<file path="config.mk">
export PLATFORM = sky130hd
export DESIGN_NAME = bmsr_core
export DESIGN_NICKNAME = d
export VERILOG_FILES = /design/src/rtl/bmsr_pkg.sv /design/src/rtl/bmsr_copy.sv /design/src/rtl/bmsr_core.sv
export SDC_FILE = /design/constraint.sdc
export NUM_CORES = 1
export LEC_CHECK = 0
export ABC_AREA = 1
export BUFFER_PORTS_ARGS = -buffer_cell sky130_fd_sc_hd__buf_2
export CAP_MARGIN = 40
export CORE_ASPECT_RATIO = 0.75
export CORE_MARGIN = 4
export CORE_UTILIZATION = 45
export CTS_CLUSTER_SIZE = 10
export DETAILED_ROUTE_END_ITERATION = 16
export MAX_ROUTING_LAYER = met4
export PLACE_DENSITY = 0.74
export SLEW_MARGIN = 10
export SYNTH_ARGS = -nofsm -noshare
export SYNTH_HDL_FRONTEND = slang
export SYNTH_SLANG_ARGS = --single-unit
</file>
<file path="constraint.sdc">
create_clock -name clk_i -period 1.57 [get_ports clk_i]
set_input_delay 0.157 -clock clk_i [delete_from_list [all_inputs] [get_ports clk_i]]
set_output_delay 0.157 -clock clk_i [all_outputs]
set_load 0.02 [all_outputs]
</file>
<file path="src/rtl/bmsr_pkg.sv">
// Constants, codes and state encodings for the backed-memory save/restore
// block. Assumes a command framer and response framer on the same clock.
package bmsr_pkg;

    localparam int DATA_W = 16;
    localparam int ADDR_W = 7;
    localparam int PORT_W = 2;
    localparam int PORT_N = 4;

    // Image occupies words 0..IMG_LAST, the marker word follows it
    localparam logic [ADDR_W-1:0] IMG_LAST  = 7'h3F;
    localparam logic [ADDR_W-1:0] MARK_ADDR = 7'h40;
    // Marker word: magic in [15:2], saved command port in [1:0]
    localparam int              MAGIC_LSB  = 2;
    localparam logic [13:0]     MARK_MAGIC = 14'h1A5C;
    localparam logic [DATA_W-1:0] ERASED   = 16'h0000;

    localparam logic [7:0]  STOP_MODE = 8'h08;
    localparam logic [15:0] HOT_MASK  = 16'h0000;

    typedef enum logic [1:0] {
        CMD_RESET  = 2'b00,
        CMD_BACKUP = 2'b01,
        CMD_CLEAR  = 2'b10,
        CMD_TIME   = 2'b11
    } bmsr_cmd_e;

    typedef enum logic [2:0] {
        RESP_BACKUP_ACK = 3'b000,
        RESP_RESTORED   = 3'b001,
        RESP_NOTICE     = 3'b010,
        RESP_TEXT       = 3'b011,
        RESP_POS_ACK    = 3'b100,
        RESP_NEG_ACK    = 3'b101
    } bmsr_resp_e;

    typedef enum logic [3:0] {
        ST_BOOT    = 4'b0000,
        ST_PEEK    = 4'b0001,
        ST_RESTORE = 4'b0010,
        ST_REPORT  = 4'b0011,
        ST_IDLE    = 4'b0100,
        ST_INVAL   = 4'b0101,
        ST_BACKUP  = 4'b0110,
        ST_MARK    = 4'b0111,
        ST_ERASE   = 4'b1000
    } bmsr_st_e;

endpackage

</file>
<file path="src/rtl/bmsr_copy.sv">
// Word copier: reads IMG_LAST+1 words from a source and writes them to a
// destination. Assumes source read data valid one cycle after the address.
`timescale 1ns/1ps
module bmsr_copy
(
    input  wire logic                       clk_i,
    input  wire logic                       reset_n_i,
    input  wire logic                       start_i,
    input  wire logic [bmsr_pkg::DATA_W-1:0] rd_data_i,
    output logic      [bmsr_pkg::ADDR_W-1:0] rd_addr_o,
    output logic      [bmsr_pkg::ADDR_W-1:0] wr_addr_o,
    output logic      [bmsr_pkg::DATA_W-1:0] wr_data_o,
    output logic                            wr_en_o,
    output logic                            done_o
);

    typedef struct packed {
        logic                        rd_act;
        logic [bmsr_pkg::ADDR_W-1:0] rd_addr;
        logic                        s1_act;
        logic [bmsr_pkg::ADDR_W-1:0] s1_addr;
        logic                        wr_en;
        logic [bmsr_pkg::ADDR_W-1:0] wr_addr;
        logic [bmsr_pkg::DATA_W-1:0] wr_data;
        logic                        done;
    } bmsr_copy_s;

    bmsr_copy_s q;
    bmsr_copy_s next_q;

    ////////////////////////////////////////////////////////////////////////
    // Read address walks, data trails it by two stages
    always_comb
    begin
        next_q         = q;
        next_q.s1_act  = q.rd_act;
        next_q.s1_addr = q.rd_addr;
        next_q.wr_en   = q.s1_act;
        next_q.wr_addr = q.s1_addr;
        next_q.wr_data = rd_data_i;
        next_q.done    = q.wr_en && (q.wr_addr == bmsr_pkg::IMG_LAST);
        if (start_i)
        begin
            next_q.rd_act  = 1'b1;
            next_q.rd_addr = '0;
        end
        else if (q.rd_act)
        begin
            if (q.rd_addr == bmsr_pkg::IMG_LAST)
                next_q.rd_act = 1'b0;
            else
                next_q.rd_addr = q.rd_addr + 7'h01;
        end
    end

    always_ff @(posedge clk_i or negedge reset_n_i)
    begin
        if (!reset_n_i)
            q <= '0;
        else
            q <= next_q;
    end

    assign rd_addr_o = q.rd_addr;
    assign wr_addr_o = q.wr_addr;
    assign wr_data_o = q.wr_data;
    assign wr_en_o   = q.wr_en;
    assign done_o    = q.done;

endmodule

</file>
<file path="src/rtl/bmsr_core.sv">
// Save/restore command interpreter for the battery-backed memory image.
// Assumes decoded commands and response framing on the same clock, and
// flash and backed memory with one-cycle registered reads.
`timescale 1ns/1ps
module bmsr_core
(
    input  wire logic                         clk_i,
    input  wire logic                         reset_n_i,
    input  wire logic                         cmd_valid_i,
    output logic                              cmd_ready_o,
    input  wire logic [1:0]                   cmd_code_i,
    input  wire logic [bmsr_pkg::PORT_W-1:0]  cmd_port_i,
    input  wire logic [7:0]                   reset_mode_i,
    input  wire logic [15:0]                  clear_mask_i,
    input  wire logic [bmsr_pkg::PORT_N-1:0]  port_filter_i,
    input  wire logic                         notice_en_i,
    input  wire logic                         text_en_i,
    output logic                              resp_valid_o,
    input  wire logic                         resp_ready_i,
    output logic      [2:0]                   resp_code_o,
    output logic                              resp_ok_o,
    output logic      [bmsr_pkg::PORT_W-1:0]  resp_port_o,
    output logic      [bmsr_pkg::ADDR_W-1:0]  flash_addr_o,
    output logic      [bmsr_pkg::DATA_W-1:0]  flash_wdata_o,
    output logic                              flash_we_o,
    input  wire logic [bmsr_pkg::DATA_W-1:0]  flash_rdata_i,
    input  wire logic                         flash_error_i,
    output logic      [bmsr_pkg::ADDR_W-1:0]  bbm_addr_o,
    output logic      [bmsr_pkg::DATA_W-1:0]  bbm_wdata_o,
    output logic                              bbm_we_o,
    input  wire logic [bmsr_pkg::DATA_W-1:0]  bbm_rdata_i,
    output logic                              nav_stopped_o,
    output logic                              image_present_o,
    output logic                              time_valid_o
);

    typedef struct packed {
        bmsr_pkg::bmsr_st_e          st;
        logic                        stopped;
        logic                        img;
        logic                        ferr;
        logic [bmsr_pkg::PORT_W-1:0] port;
        logic [2:0]                  pend;
        logic                        time_valid;
        logic                        rvalid;
        logic [2:0]                  rcode;
        logic                        rok;
        logic [bmsr_pkg::PORT_W-1:0] rport;
    } bmsr_core_s;

    bmsr_core_s q;
    bmsr_core_s next_q;

    logic                        cmd_take;
    logic                        mark_ok;
    logic                        restoring;
    logic                        cp_start;
    logic                        cp_done;
    logic                        cp_we;
    logic [bmsr_pkg::ADDR_W-1:0] cp_rd_addr;
    logic [bmsr_pkg::ADDR_W-1:0] cp_wr_addr;
    logic [bmsr_pkg::DATA_W-1:0] cp_wr_data;
    logic [bmsr_pkg::DATA_W-1:0] cp_src;

    ////////////////////////////////////////////////////////////////////////
    // Command handshake and marker check
    assign cmd_ready_o = (q.st == bmsr_pkg::ST_IDLE) && !q.rvalid;
    assign cmd_take    = cmd_valid_i && cmd_ready_o;
    assign mark_ok     = flash_rdata_i[bmsr_pkg::DATA_W-1:bmsr_pkg::MAGIC_LSB]
                         == bmsr_pkg::MARK_MAGIC;
    assign restoring   = (q.st == bmsr_pkg::ST_RESTORE);
    assign cp_start    = ((q.st == bmsr_pkg::ST_PEEK) && mark_ok)
                         || (q.st == bmsr_pkg::ST_INVAL);
    assign cp_src      = restoring ? flash_rdata_i : bbm_rdata_i;

    bmsr_copy u_copy
    (
        .clk_i     (clk_i),
        .reset_n_i (reset_n_i),
        .start_i   (cp_start),
        .rd_data_i (cp_src),
        .rd_addr_o (cp_rd_addr),
        .wr_addr_o (cp_wr_addr),
        .wr_data_o (cp_wr_data),
        .wr_en_o   (cp_we),
        .done_o    (cp_done)
    );

    ////////////////////////////////////////////////////////////////////////
    // Sequencer: boot restore, backup, clear and response queue
    always_comb
    begin
        next_q = q;
        if (q.rvalid && resp_ready_i)
            next_q.rvalid = 1'b0;
        unique case (q.st)
            bmsr_pkg::ST_BOOT:
                next_q.st = bmsr_pkg::ST_PEEK;
            bmsr_pkg::ST_PEEK:
            begin
                if (mark_ok)
                begin
                    next_q.st   = bmsr_pkg::ST_RESTORE;
                    next_q.img  = 1'b1;
                    next_q.port = flash_rdata_i[bmsr_pkg::PORT_W-1:0];
                end
                else
                    next_q.st = bmsr_pkg::ST_IDLE;
            end
            bmsr_pkg::ST_RESTORE:
            begin
                if (cp_done)
                begin
                    next_q.time_valid = 1'b0;
                    next_q.pend = {text_en_i, notice_en_i,
                                   port_filter_i[q.port]};
                    next_q.st   = bmsr_pkg::ST_REPORT;
                end
            end
            bmsr_pkg::ST_REPORT:
            begin
                if (!q.rvalid || resp_ready_i)
                begin
                    next_q.rport = q.port;
                    next_q.rok   = 1'b1;
                    if (q.pend[0])
                    begin
                        next_q.rvalid  = 1'b1;
                        next_q.rcode   = bmsr_pkg::RESP_RESTORED;
                        next_q.pend[0] = 1'b0;
                    end
                    else if (q.pend[1])
                    begin
                        next_q.rvalid  = 1'b1;
                        next_q.rcode   = bmsr_pkg::RESP_NOTICE;
                        next_q.pend[1] = 1'b0;
                    end
                    else if (q.pend[2])
                    begin
                        next_q.rvalid  = 1'b1;
                        next_q.rcode   = bmsr_pkg::RESP_TEXT;
                        next_q.pend[2] = 1'b0;
                    end
                    else
                        next_q.st = bmsr_pkg::ST_IDLE;
                end
            end
            bmsr_pkg::ST_IDLE:
            begin
                if (cmd_take)
                begin
                    next_q.rport = cmd_port_i;
                    unique case (cmd_code_i)
                        bmsr_pkg::CMD_RESET:
                            next_q.stopped =
                                (reset_mode_i == bmsr_pkg::STOP_MODE)
                                && (clear_mask_i == bmsr_pkg::HOT_MASK);
                        bmsr_pkg::CMD_BACKUP:
                        begin
                            if (q.stopped)
                            begin
                                next_q.st   = bmsr_pkg::ST_INVAL;
                                next_q.port = cmd_port_i;
                                next_q.ferr = 1'b0;
                                next_q.img  = 1'b0;
                            end
                            else
                            begin
                                next_q.rvalid = 1'b1;
                                next_q.rcode  = bmsr_pkg::RESP_BACKUP_ACK;
                                next_q.rok    = 1'b0;
                            end
                        end
                        bmsr_pkg::CMD_CLEAR:
                        begin
                            if (q.img)
                                next_q.st = bmsr_pkg::ST_ERASE;
                            else
                            begin
                                next_q.rvalid = 1'b1;
                                next_q.rcode  = bmsr_pkg::RESP_NEG_ACK;
                                next_q.rok    = 1'b0;
                            end
                        end
                        bmsr_pkg::CMD_TIME:
                            next_q.time_valid = 1'b1;
                    endcase
                end
            end
            bmsr_pkg::ST_INVAL:
                next_q.st = bmsr_pkg::ST_BACKUP;
            bmsr_pkg::ST_BACKUP:
            begin
                if (flash_error_i)
                    next_q.ferr = 1'b1;
                if (cp_done)
                begin
                    if (q.ferr || flash_error_i)
                    begin
                        next_q.st     = bmsr_pkg::ST_IDLE;
                        next_q.rvalid = 1'b1;
                        next_q.rcode  = bmsr_pkg::RESP_BACKUP_ACK;
                        next_q.rok    = 1'b0;
                    end
                    else
                        next_q.st = bmsr_pkg::ST_MARK;
                end
            end
            bmsr_pkg::ST_MARK:
            begin
                next_q.st     = bmsr_pkg::ST_IDLE;
                next_q.rvalid = 1'b1;
                next_q.rcode  = bmsr_pkg::RESP_BACKUP_ACK;
                next_q.rok    = !flash_error_i;
                next_q.img    = !flash_error_i;
            end
            bmsr_pkg::ST_ERASE:
            begin
                next_q.st     = bmsr_pkg::ST_IDLE;
                next_q.rvalid = 1'b1;
                next_q.img    = 1'b0;
                next_q.rok    = !flash_error_i;
                next_q.rcode  = flash_error_i ? bmsr_pkg::RESP_NEG_ACK
                                              : bmsr_pkg::RESP_POS_ACK;
            end
            default:
                next_q.st = bmsr_pkg::ST_IDLE;
        endcase
    end

    always_ff @(posedge clk_i or negedge reset_n_i)
    begin
        if (!reset_n_i)
            q <= '0;
        else
            q <= next_q;
    end

    ////////////////////////////////////////////////////////////////////////
    // Memory port steering; marker shares the flash port with the copy
    always_comb
    begin
        flash_addr_o  = restoring ? cp_rd_addr : cp_wr_addr;
        flash_wdata_o = cp_wr_data;
        flash_we_o    = (q.st == bmsr_pkg::ST_BACKUP) && cp_we;
        if (q.st inside {bmsr_pkg::ST_BOOT, bmsr_pkg::ST_PEEK,
                         bmsr_pkg::ST_INVAL, bmsr_pkg::ST_ERASE,
                         bmsr_pkg::ST_MARK})
            flash_addr_o = bmsr_pkg::MARK_ADDR;
        if (q.st inside {bmsr_pkg::ST_INVAL, bmsr_pkg::ST_ERASE})
        begin
            flash_wdata_o = bmsr_pkg::ERASED;
            flash_we_o    = 1'b1;
        end
        if (q.st == bmsr_pkg::ST_MARK)
        begin
            flash_wdata_o = {bmsr_pkg::MARK_MAGIC, q.port};
            flash_we_o    = 1'b1;
        end
    end

    assign bbm_addr_o  = restoring ? cp_wr_addr : cp_rd_addr;
    assign bbm_wdata_o = cp_wr_data;
    assign bbm_we_o    = restoring && cp_we;

    assign resp_valid_o    = q.rvalid;
    assign resp_code_o     = q.rcode;
    assign resp_ok_o       = q.rok;
    assign resp_port_o     = q.rport;
    assign nav_stopped_o   = q.stopped;
    assign image_present_o = q.img;
    assign time_valid_o    = q.time_valid;

    ////////////////////////////////////////////////////////////////////////
    // Checks
    restore_write_a : assert property (@(posedge clk_i)
        disable iff (!reset_n_i) bbm_we_o |-> q.st == bmsr_pkg::ST_RESTORE)
        else $error("backed memory written outside restore");
    time_clear_a : assert property (@(posedge clk_i)
        disable iff (!reset_n_i)
        (restoring && cp_done) |=> !time_valid_o)
        else $error("time valid after restore");
    backup_cause_a : assert property (@(posedge clk_i)
        disable iff (!reset_n_i)
        (q.st == bmsr_pkg::ST_INVAL) |->
        $past(cmd_take && cmd_code_i == bmsr_pkg::CMD_BACKUP))
        else $error("backup without command");
    boot_restore_a : assert property (@(posedge clk_i)
        disable iff (!reset_n_i)
        (q.st == bmsr_pkg::ST_PEEK && mark_ok) |=> restoring ##66 cp_done)
        else $error("stored image not restored");
    stop_mode_a : assert property (@(posedge clk_i)
        disable iff (!reset_n_i)
        (cmd_take && cmd_code_i == bmsr_pkg::CMD_RESET
         && reset_mode_i != bmsr_pkg::STOP_MODE) |=> !nav_stopped_o)
        else $error("stop taken from wrong reset mode");
    backup_ack_a : assert property (@(posedge clk_i)
        disable iff (!reset_n_i)
        (q.st == bmsr_pkg::ST_INVAL) |-> ##[68:69] (resp_valid_o
        && resp_code_o == bmsr_pkg::RESP_BACKUP_ACK))
        else $error("backup ack missing");
    restored_port_a : assert property (@(posedge clk_i)
        disable iff (!reset_n_i)
        (resp_valid_o && resp_code_o == bmsr_pkg::RESP_RESTORED)
        |-> resp_port_o == q.port)
        else $error("restored report on wrong port");
    silent_boot_a : assert property (@(posedge clk_i)
        disable iff (!reset_n_i)
        (q.st == bmsr_pkg::ST_PEEK && !mark_ok) |=> !resp_valid_o ##0
        q.st == bmsr_pkg::ST_IDLE)
        else $error("report without stored image");
    notice_gate_a : assert property (@(posedge clk_i)
        disable iff (!reset_n_i)
        (resp_valid_o && resp_code_o == bmsr_pkg::RESP_NOTICE)
        |-> $past(q.st) == bmsr_pkg::ST_REPORT)
        else $error("notice outside restore");
    clear_answer_a : assert property (@(posedge clk_i)
        disable iff (!reset_n_i)
        (cmd_take && cmd_code_i == bmsr_pkg::CMD_CLEAR) |-> ##[1:2]
        (resp_valid_o && resp_code_o inside {bmsr_pkg::RESP_POS_ACK,
                                             bmsr_pkg::RESP_NEG_ACK}))
        else $error("clear not answered");
    one_image_a : assert property (@(posedge clk_i)
        disable iff (!reset_n_i)
        (q.st == bmsr_pkg::ST_BACKUP) |-> !image_present_o)
        else $error("old image kept during backup");

endmodule

</file>
* Yosys cells after proc, flatten, opt, wreduce, memory -nomap -nowiden *
Cells that the tools add are included.

cells by class
  add/sub/neg operators = 1
  mux-type cells = 57
  $lt $le $gt $ge = 1
  reduce and logical (&&, ||, !) cells = 39
  equal/unequal tests = 35

operator list
  cell                                                                     count
  4-bit 2-to-1 mux                                                         14
  16-bit 2-to-1 mux                                                        3
  7-bit 2-to-1 mux                                                         5
  4-bit one-hot mux with 7 select lines                                    1
  5-bit one-hot mux with 5 select lines                                    1
  8-bit 2-to-1 mux                                                         3
  5-bit 2-to-1 mux                                                         4
  2-bit != test, second input constant                                     10
  5-bit AND reduction                                                      4
  4-bit by 3-bit equality test with 1-bit output, second input constant    4
  16-bit zero test                                                         1
  14-bit by 13-bit equality test with 1-bit output, second input constant  1
  7-bit by 6-bit equality test with 1-bit output, second input constant    2
  2-bit nonzero test                                                       7
  3-bit != test, second input constant                                     4
  1-bit 2-to-1 mux                                                         11
  5-bit one-hot mux with 2 select lines                                    1
  10-bit AND reduction                                                     1
  5-bit nonzero test                                                       2
  9-bit 2-to-1 mux                                                         1
  3-bit AND reduction                                                      3
  9-bit AND reduction                                                      1
  4-bit by 2-bit equality test with 1-bit output, second input constant    2
  8-bit by 4-bit equality test with 1-bit output, second input constant    1
  other kinds (26)                                                         46

storage, ports and cells
  register bits after elaboration = 61
  word-level logic and storage cells = 154
  input port bits = 71

* Longest topological paths before layout *
  depth in word-level cells = 7
  gate-level depth with buffers = 11
  gate-level depth less buffers = 11

* Cells and area by module *
Synthesis repeated with hierarchy kept, for this count alone.

second synthesis, totals
  cell total of the unflattened synthesis = 484
  area total of the unflattened synthesis = 3747.3 sq um

by module, submodules not included
  module     area each (sq um)  times used  cells each  sequential area each (sq um)
  bmsr_core  2394.8             1           384         500.5
  bmsr_copy  1352.5             1           100         1026.0

* Least setup slack after synthesis *
No wires, ideal clock.

  path kind = register to output
  start point = register q[19] (netlist name)
  end point = output bbm_addr_o[6] (netlist name)
  arrival time = 1.542 ns
  path buffers = 2
  slack = -0.129 ns
  stages on the path, launching flop included = 6
  cells stage by stage = dfrtp_1 nor2_1 nand2_2 buf_6 clkbuf_1 o21ai_0

on the way
  longest elaborated chain between the ends = 2

ends and longest elaborated chain
  element                                         line              RTL
  start, declared                                 bmsr_core.sv:51   bmsr_core_s q;
  start signal, assigned                          bmsr_core.sv:236  q <= next_q;
  4-bit by 2-bit equality test with 1-bit output  bmsr_core.sv:71   assign restoring = (q.st == bmsr_pkg::ST_RESTORE);
  7-bit 2-to-1 mux                                bmsr_core.sv:262  assign bbm_addr_o = restoring ? cp_wr_addr : cp_rd_addr;
  end, declared                                   bmsr_core.sv:28   output logic [bmsr_pkg::ADDR_W-1:0] bbm_addr_o,

Every way passes these cells.

* Worst setup path after layout *
  start point = register q[17] (netlist name)
  end point = output flash_we_o

on the way
  longest elaborated chain between the ends = 4
  elaborated cells on any way between the ends = 8

ends and longest elaborated chain
  element                                                                 line                                RTL
  4-bit by 3-bit equality test with 1-bit output (tied with other cells)  bmsr_core.sv:250                    if (q.st inside {bmsr_pkg::ST_INVAL, bmsr_pkg::ST_ERASE})
  2-bit nonzero test or 1-bit logical AND (tied branches)                 bmsr_core.sv:250, bmsr_core.sv:245
  1-bit 2-to-1 mux                                                        bmsr_core.sv:250
  1-bit 2-to-1 mux (*)                                                    bmsr_core.sv:255                    if (q.st == bmsr_pkg::ST_MARK)
  end, declared                                                           bmsr_core.sv:25                     output logic flash_we_o,

Mark *: on every way between the ends. The rest lies on a longest branch, timed or not.

==> metrics.md <==
| Metric | Value |
|---|---|
| Status | `finished with violations` |
| Failing checks | `negative setup slack` |
| Worst-path cell chain | `inv_4 > nor2_4 > nand2_1 > buf_4 > o21ai_1 > buf_4` |
| Crit end category | `output port` |
| Share of layout cells above drive strength 1 | `47.7%` |
| N_diodes | `0` |
| Synth-to-layout area growth | `65.2%` |
| Reg-to-Reg End | `q[11]` |
| Nets@finish | `~750` |
| Synth Net Count | `546` |
| Post-synthesis sequential area ratio | `around 45%` |
| Die Width | `109 µm` |
| DR top layer | `met4` |
| Std-Cell Rows | `27` |
| Share of the synthesized area in the top cell type | `44.6%` |
| DR vias/cell | `5.30` |
| Slowest-stage cell, CP | `dfrtp_2` |
| Net Sw Frac | `a little under half` |
| CTS sink cnt | `61` |
| Clock power frac | `12.0%` |
| R2R Path Start | `q[16]` |
| Pre-CTS setup slack | `-0.106 ns` |
| Total Wirelength | `13300 µm` |
| Commonest non-fill, non-tap cells in the layout | `nand2_1 (122), buf_2 (100), buf_4 (67)` |
| First-pass GRT wire length | `18800 µm` |
| Root Buffer | `clkbuf_8` |
| Worst min path class | `primary input to register` |
| Synth Area per Inst | `7.29 µm²` |
| Top post-synthesis cells by area | `dfrtp_1 (45%), nand2_1 (16%), nor2_1 (6.1%)` |
| Placer's final routability congestion estimate | `0.961` |
| M1 wire length | `5250 µm` |
| Antenna-violating nets left | `0` |
| Synth Instances | `470` |
| Final period util | `122%` |
| Port Buffers | `roughly 130` |
| Worst setup margin | `-0.349 ns` |
| RSZ-0062 raised after global routing | `true` |
| Non-filler cells, final | `782` |
| Max frequency | `approximately 0.52 GHz` |
| Library cells used by synthesis | `29` |
| Least-Margin Pin Slew | `roughly 0.43 ns` |
| Die Y | `approximately 84 µm` |
| I/O pin count | `130` |
| CTS Buffer Depth | `2` |
| Setup slack, reg-to-reg | `-0.33 ns` |
| VDD IR max | `between 1 and 1.5 mV` |
| Leakage | `2.99 nW` |
| Seq pwr share | `25.2%` |
| Crit path buf inv count | `3` |
| Post-Syn Area | `approximately 3400 µm²` |
| R2R cell count | `10` |
| CTS tree | `done` |
| Kind of critical path | `register to output port` |
| Worst Path Arrival | `~1.8 ns` |
| Pre-antenna DRT Iters | `5` |
| Combinational share of power | `between 60 and 70%` |
| Wire length on met2 | `approximately 6300 µm` |
| Max_cap viols | `0` |
| Int Pwr | `5.54 mW` |
| Power density over the cells | `approximately 1800 nW/µm²` |
| Placed wire-length estimate | `8350 µm` |
| Initial antenna violation count | `0` |
| CTS H-tree lvls | `3` |
| Worst relative slew slack | `71.5%` |
| Met3 Wirelength | `1290 µm` |
| Final TNS setup | `-13.00 ns` |
| Core area | `7360 µm²` |
| Cell taking the most area after synthesis | `dfrtp_1` |
| #FFs+latches synth | `about 60` |
| Die area | `between 9000 and 10000 µm²` |
| Clock Latency Late Sink | `0.35 ns` |
| DR iter-0 viols | `between 200 and 250` |
| Yosys warns | `0` |
| Per-cell routed wire length | `17.0 µm` |
| GRT overflow | `0` |
| CP max stage delay | `0.46 ns` |
| Worst Hold Launch | `text_en_i` |
| # setup viols final | `55` |
| Cell mode on critical path | `buf_4` |
| Number of max-slew violations in the final report | `0` |
| Cell count after placement | `734` |
| Min Hold Slack | `0.00493 ns` |
| Total power | `~10 mW` |
| Residual DRC | `0` |
| Worst-path fanout max | `4` |
| Pin count of the biggest net entering global routing | `62` |
| Hold path depth | `3` |
| Hold path endpoint | `q[10]` |
| Commonest non-fill, non-tap cell in the layout | `nand2_1` |
| Final hold violations | `0` |
| GRT Total Usage | `27.0%` |
| Vias in the first global route | `approximately 4000` |
| Clk_skew | `0.00821 ns` |
| Startpoint types | `register` |
| Crit-path leading delay family | `flip-flops` |
| Number of buffers created by CTS | `9` |
| CTS clk-pin slew, worst paths | `roughly 0.070 ns` |
| Worst Path Required | `1.41 ns` |
| Crit path time final | `between 1.5 and 2 ns` |
| Psw | `~5 mW` |
| Starting Density | `46.5%` |
| Via count | `4141` |
## cell type report
type | instances | area, µm²
Multi-Input combinational cell | 333 | 2020
Fill cell | 485 | 1710
Timing Repair Buffer | 210 | 1560
Sequential cell | 61 | 1530
Inverter | 62 | 255
Clock buffer | 12 | 145
Tap cell | 101 | 126
Clock inverter | 3 | 22.5
## synthesized netlist by cell type
cell type and count:
nor2_4 5, o211ai_1 2, nand2_1 143, nand3_1 35
clkbuf_1 1, nor2_2 1, o22ai_1 4, nand3b_1 2
buf_4 5, o21ai_2 1, nand2_2 8, ha_1 5
nor2_1 56, o31ai_1 2, o21ai_0 30, inv_1 55
nor3_1 5, inv_2 6, nand3_2 2, o221ai_1 2
dfrtp_1 61, a21oi_1 13, inv_4 1, buf_2 6
nor4_1 2, o21ai_1 1, buf_6 2, nand2_4 2
nand4_1 12
## registers in the layout, indices dropped and copies added (netlist names), 2 cells and up
name and cells:
u_copy.wr_data_o 16, u_copy.wr_addr_o 7, u_copy.rd_addr_o 7, q 10, resp_port_o 2, u_copy.next_q 9
resp_code_o 3
## metal layers
metal / vias to the layer above / track usage (%)
met5: - / -
met4: 0 / 7.91
met3: 57 / 5.57
met2: 268 / 44.3
met1: 1905 / 33.7
li1: 1911 / -
## worst max path at each step
stage	startpoint	endpoint	slack, ns	cells after the start
after floorplan	q[16]	flash_addr_o[0]	-0.01	8
after global placement	cmd_code_i[1]	q[12]	-0.04	8
after detailed placement	cmd_code_i[1]	q[12]	-0.11	8
after CTS	q[17]	flash_addr_o[6]	-0.29	9
after global routing	q[19]	flash_addr_o[1]	-0.41	10
final	q[17]	flash_we_o	-0.35	6
## power groups by stage
stage | combinational (mW) | sequential [mW] | clock (mW)
after global routing | 7.03 | 2.68 | 1.33
after detailed placement | 4.40 | 2.51 | 0
final | 6.58 | 2.63 | 1.26
after floorplan | 2.60 | 2.61 | 0
after CTS | 5.23 | 2.51 | 1.24
after global placement | 4.30 | 2.48 | 0
## stage by stage
stage,util [%],cell area [µm²]
floorplan,-,3420
global placement,61.1,4500
detailed placement,61.1,4500
CTS,69.6,5120
global route,76.8,5660
finish,76.8,5660
## repair_timing
item,CTS,global route
gates resized for setup,101,116
pin swaps,10,34
hold buffers,1,0
hold endpoints to repair,61,0
setup buffers,14,20
cloned,1,1
endpoints found under the setup margin,46,73
## worst reg2reg max path: cells and delay by family, from the launching register on
kind	cells	cell delay, ns
and+or+nand+nor	5	0.72
AOI/OAI and AO/OA	1	0.09
DFF	1	0.49
buffers and inverters	4	0.52
## cell families (layout without fill, tap and decap cells)
| kind of cell | after synthesis | count (layout) | synth area share, % |
|---|---|---|---|
| compound gates | 55 | 55 | 8.80 |
| fa+ha+maj | 5 | 5 | 1.83 |
| buf+inv | 76 | 287 | 9.61 |
| flops | 61 | 61 | 44.6 |
| simple gates | 273 | 273 | 35.2 |
Note: power is estimated with default switching activity, not from simulation.
